`config.mk`:
```
export PLATFORM = sky130hd
export DESIGN_NAME = ppi_port_irq
export DESIGN_NICKNAME = d
export VERILOG_FILES = /design/src/design/ppi_pkg.sv /design/src/design/ppi_flag_bank.sv /design/src/design/ppi_port_irq.sv /design/src/design/ppi_rise_det.sv
export SDC_FILE = /design/constraint.sdc
export NUM_CORES = 1
export LEC_CHECK = 0
export BUFFER_PORTS_ARGS = -buffer_cell sky130_fd_sc_hd__buf_2
export CAP_MARGIN = 5
export CORE_MARGIN = 1
export CORE_UTILIZATION = 45
export CTS_CLUSTER_SIZE = 14
export DETAILED_ROUTE_END_ITERATION = 10
export PLACE_DENSITY_LB_ADDON = 0.15
export SYNTH_ARGS = -nofsm -noshare
export SYNTH_HDL_FRONTEND = slang
export SYNTH_HIERARCHICAL = 1
export SYNTH_SLANG_ARGS = --single-unit
export TNS_END_PERCENT = 1
```
`constraint.sdc`:
```
create_clock -name core_clk -period 2.7 [get_ports core_clk]
set_clock_uncertainty 0.1 [all_clocks]
set_input_delay 0.405 -clock core_clk [delete_from_list [all_inputs] [get_ports core_clk]]
set_output_delay 0.405 -clock core_clk [all_outputs]
set_load 0.02 [all_outputs]
```
`src/design/ppi_pkg.sv`:
```
// Package of constants for the port PHY event and status block
package ppi_pkg;
    // ****************************************************************
    // Register map (index times four gives the byte address)
    // ****************************************************************
    localparam logic [7:0]  IDX_SOURCE       = 8'h1d;
    localparam logic [7:0]  IDX_MASK         = 8'h1e;
    localparam logic [7:0]  IDX_SPECIAL      = 8'h1f;
    localparam logic [7:0]  IDX_IRQ_STATUS   = 8'h20;
    localparam logic [7:0]  IDX_IRQ_MASK     = 8'h21;
    localparam logic [11:0] ADDR_SOURCE      = {2'h0, IDX_SOURCE, 2'h0};
    localparam logic [11:0] ADDR_MASK        = {2'h0, IDX_MASK, 2'h0};
    localparam logic [11:0] ADDR_SPECIAL     = {2'h0, IDX_SPECIAL, 2'h0};
    localparam logic [11:0] ADDR_IRQ_STATUS  = {2'h0, IDX_IRQ_STATUS, 2'h0};
    localparam logic [11:0] ADDR_IRQ_MASK    = {2'h0, IDX_IRQ_MASK, 2'h0};
    // ****************************************************************
    // Field layouts and reset values
    // ****************************************************************
    localparam int          EVT_LSB          = 1;
    localparam int          EVT_MSB          = 7;
    localparam int          EVT_N            = 7;
    localparam logic [15:0] EVT_FIELD        = 16'h00fe;
    localparam logic [15:0] MASK_RESET       = 16'h0000;
    localparam int          DONE_BIT         = 12;
    localparam int          FILL_LSB         = 5;
    localparam int          FILL_MSB         = 11;
    localparam logic [6:0]  FILL_RESET       = 7'h02;
    localparam int          SPEED_LSB        = 2;
    localparam int          SPEED_MSB        = 4;
    localparam logic [2:0]  SPEED_RESET_MII  = 3'h2;
    localparam logic [2:0]  SPEED_RESET_INT  = 3'h0;
    localparam logic [1:0]  LOW_RESET        = 2'h0;
    // Interrupt status bits of the wrapper register
    localparam int          IRQ_N            = 2;
    localparam int          IRQ_EVT_BIT      = 0;
    localparam int          IRQ_SPEED_BIT    = 1;
endpackage : ppi_pkg

```
`src/design/ppi_flag_bank.sv`:
```
// Sticky flags, set on event pulse and cleared by a read
`timescale 1ns/1ps
`default_nettype none
module ppi_flag_bank #(
    parameter int N = 7
) (
    input  wire logic         core_clk, // Block clock
    input  wire logic         reset,    // Synchronous reset, active high
    input  wire logic [N-1:0] set,      // Event pulses
    input  wire logic         clear,    // Clear all flags
    output logic      [N-1:0] flags     // Sticky flags
);
    logic [N-1:0] next_flags;

    // Set wins over clear so no event is lost in a read cycle
    always_comb begin
        for (int i = 0; i < N; i++) begin
            next_flags[i] = set[i] | (flags[i] & ~clear);
        end
    end

    always_ff @(posedge core_clk) begin
        if (reset) begin
            flags <= '0;
        end else begin
            flags <= next_flags;
        end
    end
endmodule : ppi_flag_bank
`default_nettype wire

```
`src/design/ppi_port_irq.sv`:
```
// Port PHY event flags, mask, speed status and APB slave
`timescale 1ns/1ps
`default_nettype none
// Functional notes
// - Enabled event sets sticky flag
// - Source flags ignore writes
// - Reading source flags clears them
// - Bit 7 latches energy detected
// - Bit 6 latches negotiation done
// - Bit 5 latches remote fault
// - Bit 4 latches link down
// - Bit 3 latches partner acknowledge
// - Bit 2 latches parallel detection fault
// - Bit 1 latches page received
// - Mask bits 7..1 enable, reset zero
// - Bit 12 shows negotiation complete
// - Bits 11..5 reset to 0000010b, writable
// - Bits 4..2 report speed and duplex
// - Speed resets 010b with MII, else 000b
module ppi_port_irq (
    input  wire logic        core_clk,             // 25 MHz block clock
    input  wire logic        reset,                // Synchronous reset, active high
    input  wire logic        psel,                 // APB select
    input  wire logic        penable,              // APB access phase
    input  wire logic        pwrite,               // APB write
    input  wire logic [11:0] paddr,                // APB byte address
    input  wire logic [31:0] pwdata,               // APB write data
    output logic      [31:0] prdata,               // APB read data
    output logic             pready,               // APB ready
    output logic             pslverr,              // APB error, unmapped address
    input  wire logic        energy_detected,      // Energy detected level
    input  wire logic        neg_done_evt,         // Negotiation finished
    input  wire logic        remote_fault_evt,     // Remote fault seen
    input  wire logic        link_up,              // Link status level
    input  wire logic        partner_ack_evt,      // Partner acknowledge
    input  wire logic        parallel_fault_evt,   // Parallel detection fault
    input  wire logic        page_received_evt,    // Page received
    input  wire logic        neg_complete,         // Negotiation complete level
    input  wire logic [2:0]  speed_duplex,         // Resolved speed and duplex
    input  wire logic        speed_valid,          // Resolved code is current
    input  wire logic        ext_mii_mode,         // Any external MII mode
    output logic             phy_irq,              // Port PHY interrupt request
    output logic             irq                   // Wrapper interrupt, level
);
    // ****************************************************************
    // Event detection and sticky flags
    // ****************************************************************
    logic [ppi_pkg::EVT_N-1:0] evt_level;
    logic [ppi_pkg::EVT_N-1:0] evt_rise;
    logic [ppi_pkg::EVT_N-1:0] evt_set;
    logic [ppi_pkg::EVT_N-1:0] src_flags;
    logic [ppi_pkg::EVT_N-1:0] evt_mask;
    logic [ppi_pkg::EVT_N-1:0] next_evt_mask;
    logic                      src_read;

    // Index i maps to register bit i+1; link down is link status falling
    assign evt_level = {energy_detected,
                        neg_done_evt,
                        remote_fault_evt,
                        ~link_up,
                        partner_ack_evt,
                        parallel_fault_evt,
                        page_received_evt};

    ppi_rise_det #(
        .N        (ppi_pkg::EVT_N)
    ) u_rise (
        .core_clk (core_clk),
        .reset    (reset),
        .level    (evt_level),
        .rise     (evt_rise)
    );

    // Masked events never latch
    assign evt_set = evt_rise & evt_mask;

    ppi_flag_bank #(
        .N        (ppi_pkg::EVT_N)
    ) u_flags (
        .core_clk (core_clk),
        .reset    (reset),
        .set      (evt_set),
        .clear    (src_read),
        .flags    (src_flags)
    );

    // ****************************************************************
    // APB decode
    // ****************************************************************
    logic        acc;
    logic        wr;
    logic        rd;
    logic        hit_src;
    logic        hit_mask;
    logic        hit_spec;
    logic        hit_ists;
    logic        hit_imsk;
    logic        mapped;

    // Zero-wait slave: access completes in the first access cycle
    assign acc      = psel & penable;
    assign wr       = acc & pwrite;
    // Read side effects sit on the setup edge, where the read word is captured;
    // clearing one cycle later would drop an event that lands in between
    assign rd       = psel & ~penable & ~pwrite;
    assign hit_src  = (paddr == ppi_pkg::ADDR_SOURCE);
    assign hit_mask = (paddr == ppi_pkg::ADDR_MASK);
    assign hit_spec = (paddr == ppi_pkg::ADDR_SPECIAL);
    assign hit_ists = (paddr == ppi_pkg::ADDR_IRQ_STATUS);
    assign hit_imsk = (paddr == ppi_pkg::ADDR_IRQ_MASK);
    assign mapped   = hit_src | hit_mask | hit_spec | hit_ists | hit_imsk;
    assign src_read = rd & hit_src;

    // ****************************************************************
    // Mask and special status registers
    // ****************************************************************
    logic [6:0]  fill;
    logic [6:0]  next_fill;
    logic [1:0]  low_bits;
    logic [1:0]  next_low_bits;
    logic [2:0]  speed;
    logic [2:0]  next_speed;
    logic        done;
    logic        next_done;
    logic        boot;
    logic        next_boot;

    // Writes to the source register fall through: no store for it
    always_comb begin
        next_evt_mask = evt_mask;
        next_fill     = fill;
        next_low_bits = low_bits;
        if (wr && hit_mask) begin
            next_evt_mask = pwdata[ppi_pkg::EVT_MSB:ppi_pkg::EVT_LSB];
        end
        if (wr && hit_spec) begin
            next_fill     = pwdata[ppi_pkg::FILL_MSB:ppi_pkg::FILL_LSB];
            next_low_bits = pwdata[1:0];
        end
    end

    // Speed holds its strap default until the PHY resolves a code
    always_comb begin
        next_boot  = 1'b0;
        next_done  = neg_complete;
        next_speed = speed;
        if (boot) begin
            next_speed = ext_mii_mode ? ppi_pkg::SPEED_RESET_MII : ppi_pkg::SPEED_RESET_INT;
        end else if (speed_valid) begin
            next_speed = speed_duplex;
        end
    end

    // Strap is caught one cycle after reset, never under it
    always_ff @(posedge core_clk) begin
        if (reset) begin
            evt_mask <= ppi_pkg::MASK_RESET[ppi_pkg::EVT_MSB:ppi_pkg::EVT_LSB];
            fill     <= ppi_pkg::FILL_RESET;
            low_bits <= ppi_pkg::LOW_RESET;
            speed    <= ppi_pkg::SPEED_RESET_INT;
            done     <= 1'b0;
            boot     <= 1'b1;
        end else begin
            evt_mask <= next_evt_mask;
            fill     <= next_fill;
            low_bits <= next_low_bits;
            speed    <= next_speed;
            done     <= next_done;
            boot     <= next_boot;
        end
    end

    // ****************************************************************
    // Wrapper interrupt status and mask
    // ****************************************************************
    logic [ppi_pkg::IRQ_N-1:0] ists;
    logic [ppi_pkg::IRQ_N-1:0] next_ists;
    logic [ppi_pkg::IRQ_N-1:0] imsk;
    logic [ppi_pkg::IRQ_N-1:0] next_imsk;
    logic [ppi_pkg::IRQ_N-1:0] ists_evt;
    logic                      next_phy_irq;
    logic                      next_irq;

    assign ists_evt[ppi_pkg::IRQ_EVT_BIT]   = |evt_set;
    assign ists_evt[ppi_pkg::IRQ_SPEED_BIT] = ~boot & speed_valid & (speed_duplex != speed);

    // Read clears, but a new event in the same cycle wins
    always_comb begin
        next_ists = ists_evt | (ists & ~{ppi_pkg::IRQ_N{rd & hit_ists}});
        next_imsk = imsk;
        if (wr && hit_imsk) begin
            next_imsk = pwdata[ppi_pkg::IRQ_N-1:0];
        end
        next_phy_irq = |(next_flags_view() & next_evt_mask);
        next_irq     = |(next_ists & next_imsk);
    end

    // Flags as they will be after this edge, so the request tracks them
    function automatic logic [ppi_pkg::EVT_N-1:0] next_flags_view();
        next_flags_view = evt_set | (src_flags & ~{ppi_pkg::EVT_N{src_read}});
    endfunction : next_flags_view

    always_ff @(posedge core_clk) begin
        if (reset) begin
            ists    <= '0;
            imsk    <= '0;
            phy_irq <= 1'b0;
            irq     <= 1'b0;
        end else begin
            ists    <= next_ists;
            imsk    <= next_imsk;
            phy_irq <= next_phy_irq;
            irq     <= next_irq;
        end
    end

    // ****************************************************************
    // APB read data and response
    // ****************************************************************
    logic [31:0] rd_word;
    logic [31:0] next_prdata;
    logic        next_pready;
    logic        next_pslverr;

    // Reserved bits read zero; answer registered so outputs come from flops
    always_comb begin
        rd_word = 32'h0000_0000;
        unique case (1'b1)
            hit_src:  rd_word[ppi_pkg::EVT_MSB:ppi_pkg::EVT_LSB] = src_flags;
            hit_mask: rd_word[ppi_pkg::EVT_MSB:ppi_pkg::EVT_LSB] = evt_mask;
            hit_spec: begin
                rd_word[ppi_pkg::DONE_BIT]                      = done;
                rd_word[ppi_pkg::FILL_MSB:ppi_pkg::FILL_LSB]    = fill;
                rd_word[ppi_pkg::SPEED_MSB:ppi_pkg::SPEED_LSB]  = speed;
                rd_word[1:0]                                    = low_bits;
            end
            hit_ists: rd_word[ppi_pkg::IRQ_N-1:0] = ists;
            hit_imsk: rd_word[ppi_pkg::IRQ_N-1:0] = imsk;
            default:  rd_word = 32'h0000_0000;
        endcase
        next_pready  = psel & ~penable;
        next_pslverr = psel & ~penable & ~mapped;
        next_prdata  = (psel & ~penable & ~pwrite) ? rd_word : 32'h0000_0000;
    end

    always_ff @(posedge core_clk) begin
        if (reset) begin
            prdata  <= 32'h0000_0000;
            pready  <= 1'b0;
            pslverr <= 1'b0;
        end else begin
            prdata  <= next_prdata;
            pready  <= next_pready;
            pslverr <= next_pslverr;
        end
    end
endmodule : ppi_port_irq
`default_nettype wire

```
`src/design/ppi_rise_det.sv`:
```
// Rising edge detector for a group of event levels
`timescale 1ns/1ps
`default_nettype none
module ppi_rise_det #(
    parameter int N = 7
) (
    input  wire logic         core_clk, // Block clock
    input  wire logic         reset,    // Synchronous reset, active high
    input  wire logic [N-1:0] level,    // Event levels
    output logic      [N-1:0] rise      // One-cycle pulse on each rise
);
    logic [N-1:0] prev;
    logic [N-1:0] next_prev;

    // Next value of the previous-level copy
    always_comb begin
        next_prev = level;
    end

    // Register; reset to high so a level already up is not an event
    always_ff @(posedge core_clk) begin
        if (reset) begin
            prev <= '1;
        end else begin
            prev <= next_prev;
        end
    end

    assign rise = level & ~prev;
endmodule : ppi_rise_det
`default_nettype wire

```
# == Word level (Yosys, flattened, before mapping) ==
# Index checks and enable logic that the tools add are counted.
# op_classes
eq_ne,6
n_mux,9
bitwise_logic,46
n_reduce_logical,9
# ops
cell,count
== test 12 x 7 -> 1 bit (second input constant),3
bitwise AND 7 bit,4
== test 12 x 8 -> 1 bit (second input constant),2
case mux 6 bit (3 select lines),1
bitwise AND 1 bit,16
inverter 7 bit,2
OR reduction 7 bit,2
OR 1 bit,11
inverter 1 bit,8
2-to-1 mux 7 bit,1
OR 7 bit,1
2-to-1 mux 3 bit,2
case mux 1 bit (5 select lines),1
bitwise AND 2 bit,2
2-to-1 mux 2 bit,2
OR reduction 2 bit,2
logical AND 1 bit,3
!= test 3 bit,1
case mux 1 bit (3 select lines),1
OR reduction 3 bit,1
inverter 2 bit,1
OR 2 bit,1
nonzero test 2 bit,1
2-to-1 mux 1 bit,1
# word_totals
reg_bits,75
inputBits,62
wordCells,87

# == Depth between registers and ports, before layout ==
# logic_depth
word_depth,9
mapped_depth,6
depth_no_buf,6

# == Modules after synthesis ==
# Netlist, hierarchy kept.
# modules_own_cells
module,n_inst,cells_per_inst,area_each_um2
ppi_port_irq,1,227,1991.9
ppi_flag_bank,1,28,245.2
ppi_rise_det,1,21,227.7

# == Worst setup path after synthesis ==
# Ideal clock, no wire load.
# synth_path
kind,input to register
startpoint,input port paddr[1]
endpoint,register phy_irq
setup_time_ns,0.125
arrival_time_ns,2.221
required_ns,2.475
slack_ns,0.253
cell_stages,6
cell_sequence,or4_4 -> or4_1 -> buf_2 -> a21oi_1 -> o22ai_1 -> o41a_1
# synth_via
elab_chain_cells,7
word_cells_on_any_way,10
# synth_rtl
element,line_no,rtl
"start, declared",ppi_port_irq.sv:26,"input wire logic [11:0] paddr,"
== test 12 x 7 -> 1 bit,ppi_port_irq.sv:106,assign hit_src = (paddr == ppi_pkg::ADDR_SOURCE);
bitwise AND 1 bit,ppi_port_irq.sv:112,assign src_read = rd & hit_src;
inverter 7 bit,ppi_port_irq.sv:200,next_flags_view = evt_set | (src_flags & ~{ppi_pkg::EVT_N{src_read}});
bitwise AND 7 bit,ppi_port_irq.sv:200,
OR 7 bit,ppi_port_irq.sv:200,
bitwise AND 7 bit (*),ppi_port_irq.sv:194,next_phy_irq = |(next_flags_view() & next_evt_mask);
OR reduction 7 bit (*),ppi_port_irq.sv:194,
"end signal, assigned",ppi_port_irq.sv:212,phy_irq <= next_phy_irq;
"end, declared",ppi_port_irq.sv:42,"output logic phy_irq,"
# Every way passes the cells marked *; elsewhere a longest branch is shown, timed or not.
# A chain may end at the register's enable or synchronous reset.

# == Worst setup path in the final report ==
# Same ends and word-level chain as after synthesis.

==> impl_metrics.tcl <==
set metrics [dict create \
    total_power_mw 1.405 \
    cp-start-kind "input port" \
    reg2reg_to "phy_irq$_SDFF_PP0_" \
    fin_crit_ps 2367 \
    async_flop_share_pct 0 \
    grt_pass1_wl_um 8604 \
    max_cap_viol_count 0 \
    routedWlPerCell_um 12.81 \
    p_leak_nw 1.196 \
    cts_hold_buf 0 \
    worstHoldPathCells 2 \
    path_max_fanout 8 \
    area_growth_syn_to_layout_pct 17.51 \
    first_pass_iters 4 \
    hold_violations 0 \
    gp_congestion 0.7153 \
    antenna_found_initial 0 \
    grt_start_max_net_pins 42 \
    tightestPinTransition_ps 690.2 \
    start_util_pct 47.36 \
    rows 26 \
    yosys_warnings 6 \
    multi_input_comb_area_um2 1192 \
    status "complete, no violations" \
    n_antenna_cell 0 \
    netlist_instances 276 \
    avgSynthCellArea_um2 8.931 \
    ys_seq_area_share_pct 45.48 \
    finalCritPeriodShare_pct 87.65 \
    io_pins 98 \
    grt.total_usage_pct 19.34 \
    hp-start "partner_ack_evt" \
    maxSlewHeadroom_pct 53.89 \
    drc 0 \
    ant_nets 0 \
    grt_overflow_total 0 \
    rsz0062_at_grt "no" \
    setup-tns-final_ps 0 \
    max_freq_mhz 422.5 \
    synthDistinctLibCells 42 \
    path_class "input port to flip-flop" \
    clk_latency_ps 320 \
    die_y_um 76.01 \
    fillers 507 \
    vias 2034 \
    endpoint_kind "flip-flop" \
    final-setup-viol-count 0 \
    ys_ff_latch 56 \
    fin_nets 403 \
    drv_slew 0 \
    htreeDepth 2 \
    r2r_start "evt_mask[3]$_SDFF_PP0_" \
    regArea_um2 1121 \
    grt_pass1_vias 1824 \
    first_iter_violations 83 \
    cts_tree "built" \
    worst_ep_required_time_ps 2800 \
    p_per_area_nw_per_um2 484.9 \
    port_buffers 58 \
    postCtsSetupBuffers 0 \
    die_w_um 76.01 \
    vias_per_cell 4.949 \
    dpl.hpwl_um 3828 \
    die-area_um2 5778 \
    core_area_um2 5205 \
    numCtsBuffers 5 \
    synthFlopType "dfxtp_1" \
    cts_root_buf "clkbuf_8" \
    whs_endpoint "u_rise/prev[2]$_SDFF_PP1_" \
    clock_sinks 56 \
    rr_worst_depth 4 \
    clk_path_buf_depth 2 \
    synth_area_um2 2465 \
    post_cts_resized 0 \
    regToRegSetupSlack_ps 1320 \
    ir_worst_vdd_v 0.0002860 \
    synth_edf_count 0 \
    cp.arrival_ps 2470 \
    routed_wl_um 5265 \
    clk_pin_slew_ps 90 \
    hold_class "input port to flip-flop" \
    drive_gt1_share_pct 25.51 \
]
## critical path, cell delays in order
cell and delay (ps):
buf_2 100, or4_4 550, or4_1 540, buf_4 190, a21oi_1 140, o22ai_1 110
o41a_1 420
## layout by cell type, fill, tap and decap left out, types with 8 or more instances in the layout
cell,netlist,layout
a21oi_1,24,24
buf_2,3,58
and2_1,13,13
nand2_1,13,13
nand2b_1,8,8
dfxtp_1,56,56
inv_1,11,11
mux2i_1,13,13
nor2b_1,11,11
nor2_1,25,25
nand3_1,10,10
buf_4,19,11
conb_1,1,19
## worst max path at each step
stage | startpoint | end | cells after the start
2_1_floorplan | paddr[1] | phy_irq$_SDFF_PP0_ | 6
3_3_place_gp | paddr[1] | phy_irq$_SDFF_PP0_ | 7
3_5_place_dp | paddr[1] | phy_irq$_SDFF_PP0_ | 7
4_1_cts | paddr[1] | phy_irq$_SDFF_PP0_ | 7
5_1_grt | paddr[1] | phy_irq$_SDFF_PP0_ | 7
6_report | paddr[1] | phy_irq$_SDFF_PP0_ | 7
## cell usage after synthesis, types with 3 or more instances
cell type   n  share of area, %
dfxtp_1    56                45
a22oi_1     6               1.8
buf_4      19               5.8
nand3_1    10               2.0
mux2_2      7               3.2
mux2i_1    13               5.3
nor2_1     25               3.8
and2_1     13               3.3
inv_1      11               1.7
buf_2       3              0.61
nand2_1    13               2.0
o22ai_1     3              0.76
and3_1      3              0.76
nand2b_1    8               2.0
or2_1       7               1.8
nor2b_1    11               2.8
a21oi_1    24               4.9
o21ai_0     3              0.61
clkbuf_1    6              0.91
nor3_1      6               1.2
xor2_1      3               1.1
nor4_1      4               1.0
## state kept, by name, summed over array words and instances, names as in the netlist
signal and count:
boot 1, done 1, evt_mask 7, fill 7, imsk 2, irq 1
ists 2, low_bits 2, phy_irq 1, prdata 13, pready 1, pslverr 1
speed 3, u_flags/flags 7, u_rise/prev 7
## through the flow
stage          util, %  instance area, um^2  hold slack [ps]  worst slack, ps  instances
6_report         55.65                 2897            177.0            333.4        411
5_1_grt          55.65                 2897            172.9            285.9        411
4_1_cts          55.65                 2897            167.4            337.9        411
3_5_place_dp     54.09                 2815            316.4            7.316        404
3_3_place_gp     54.09                 2815            308.6            23.39        404
2_1_floorplan        -                 2532            305.7            253.4        294
## cells by family (layout without fill, tap and decap cells)
logic type | after synthesis | in the layout | share of synthesized area, %
AND/OR/NAND/NOR | 114 | 114 | 25.38
flip-flops | 56 | 56 | 45.48
AO/OA/AOI/OAI | 42 | 42 | 10.30
other | 1 | 19 | 0.1521
XOR/XNOR | 3 | 3 | 1.066
buffers and inverters | 40 | 87 | 9.137
multiplexers | 20 | 20 | 8.477
## layout make-up
type / instances / share of cell area [%]
timing repair buffer: 69 / 12.87
clock buffer: 5 / 2.376
multi-input combinational: 198 / 41.17
clock inverter: 2 / 0.4320
inverter: 11 / 1.425
tap: 70 / 3.024
sequential: 56 / 38.70
## power by group
group / switching, mW / internal, mW
sequential: 0.00511 / 0.837
combinational: 0.0774 / 0.0484
clock: 0.261 / 0.176
## layer usage
metal	up-vias	wire [um]	global-route usage, %
met5	-	0	0
met4	0	91	9.423
met3	8	310	4.431
met2	57	2473	30.18
met1	934	2389	25.25
li1	1035	-	-
(Power assumes the default switching activity.)
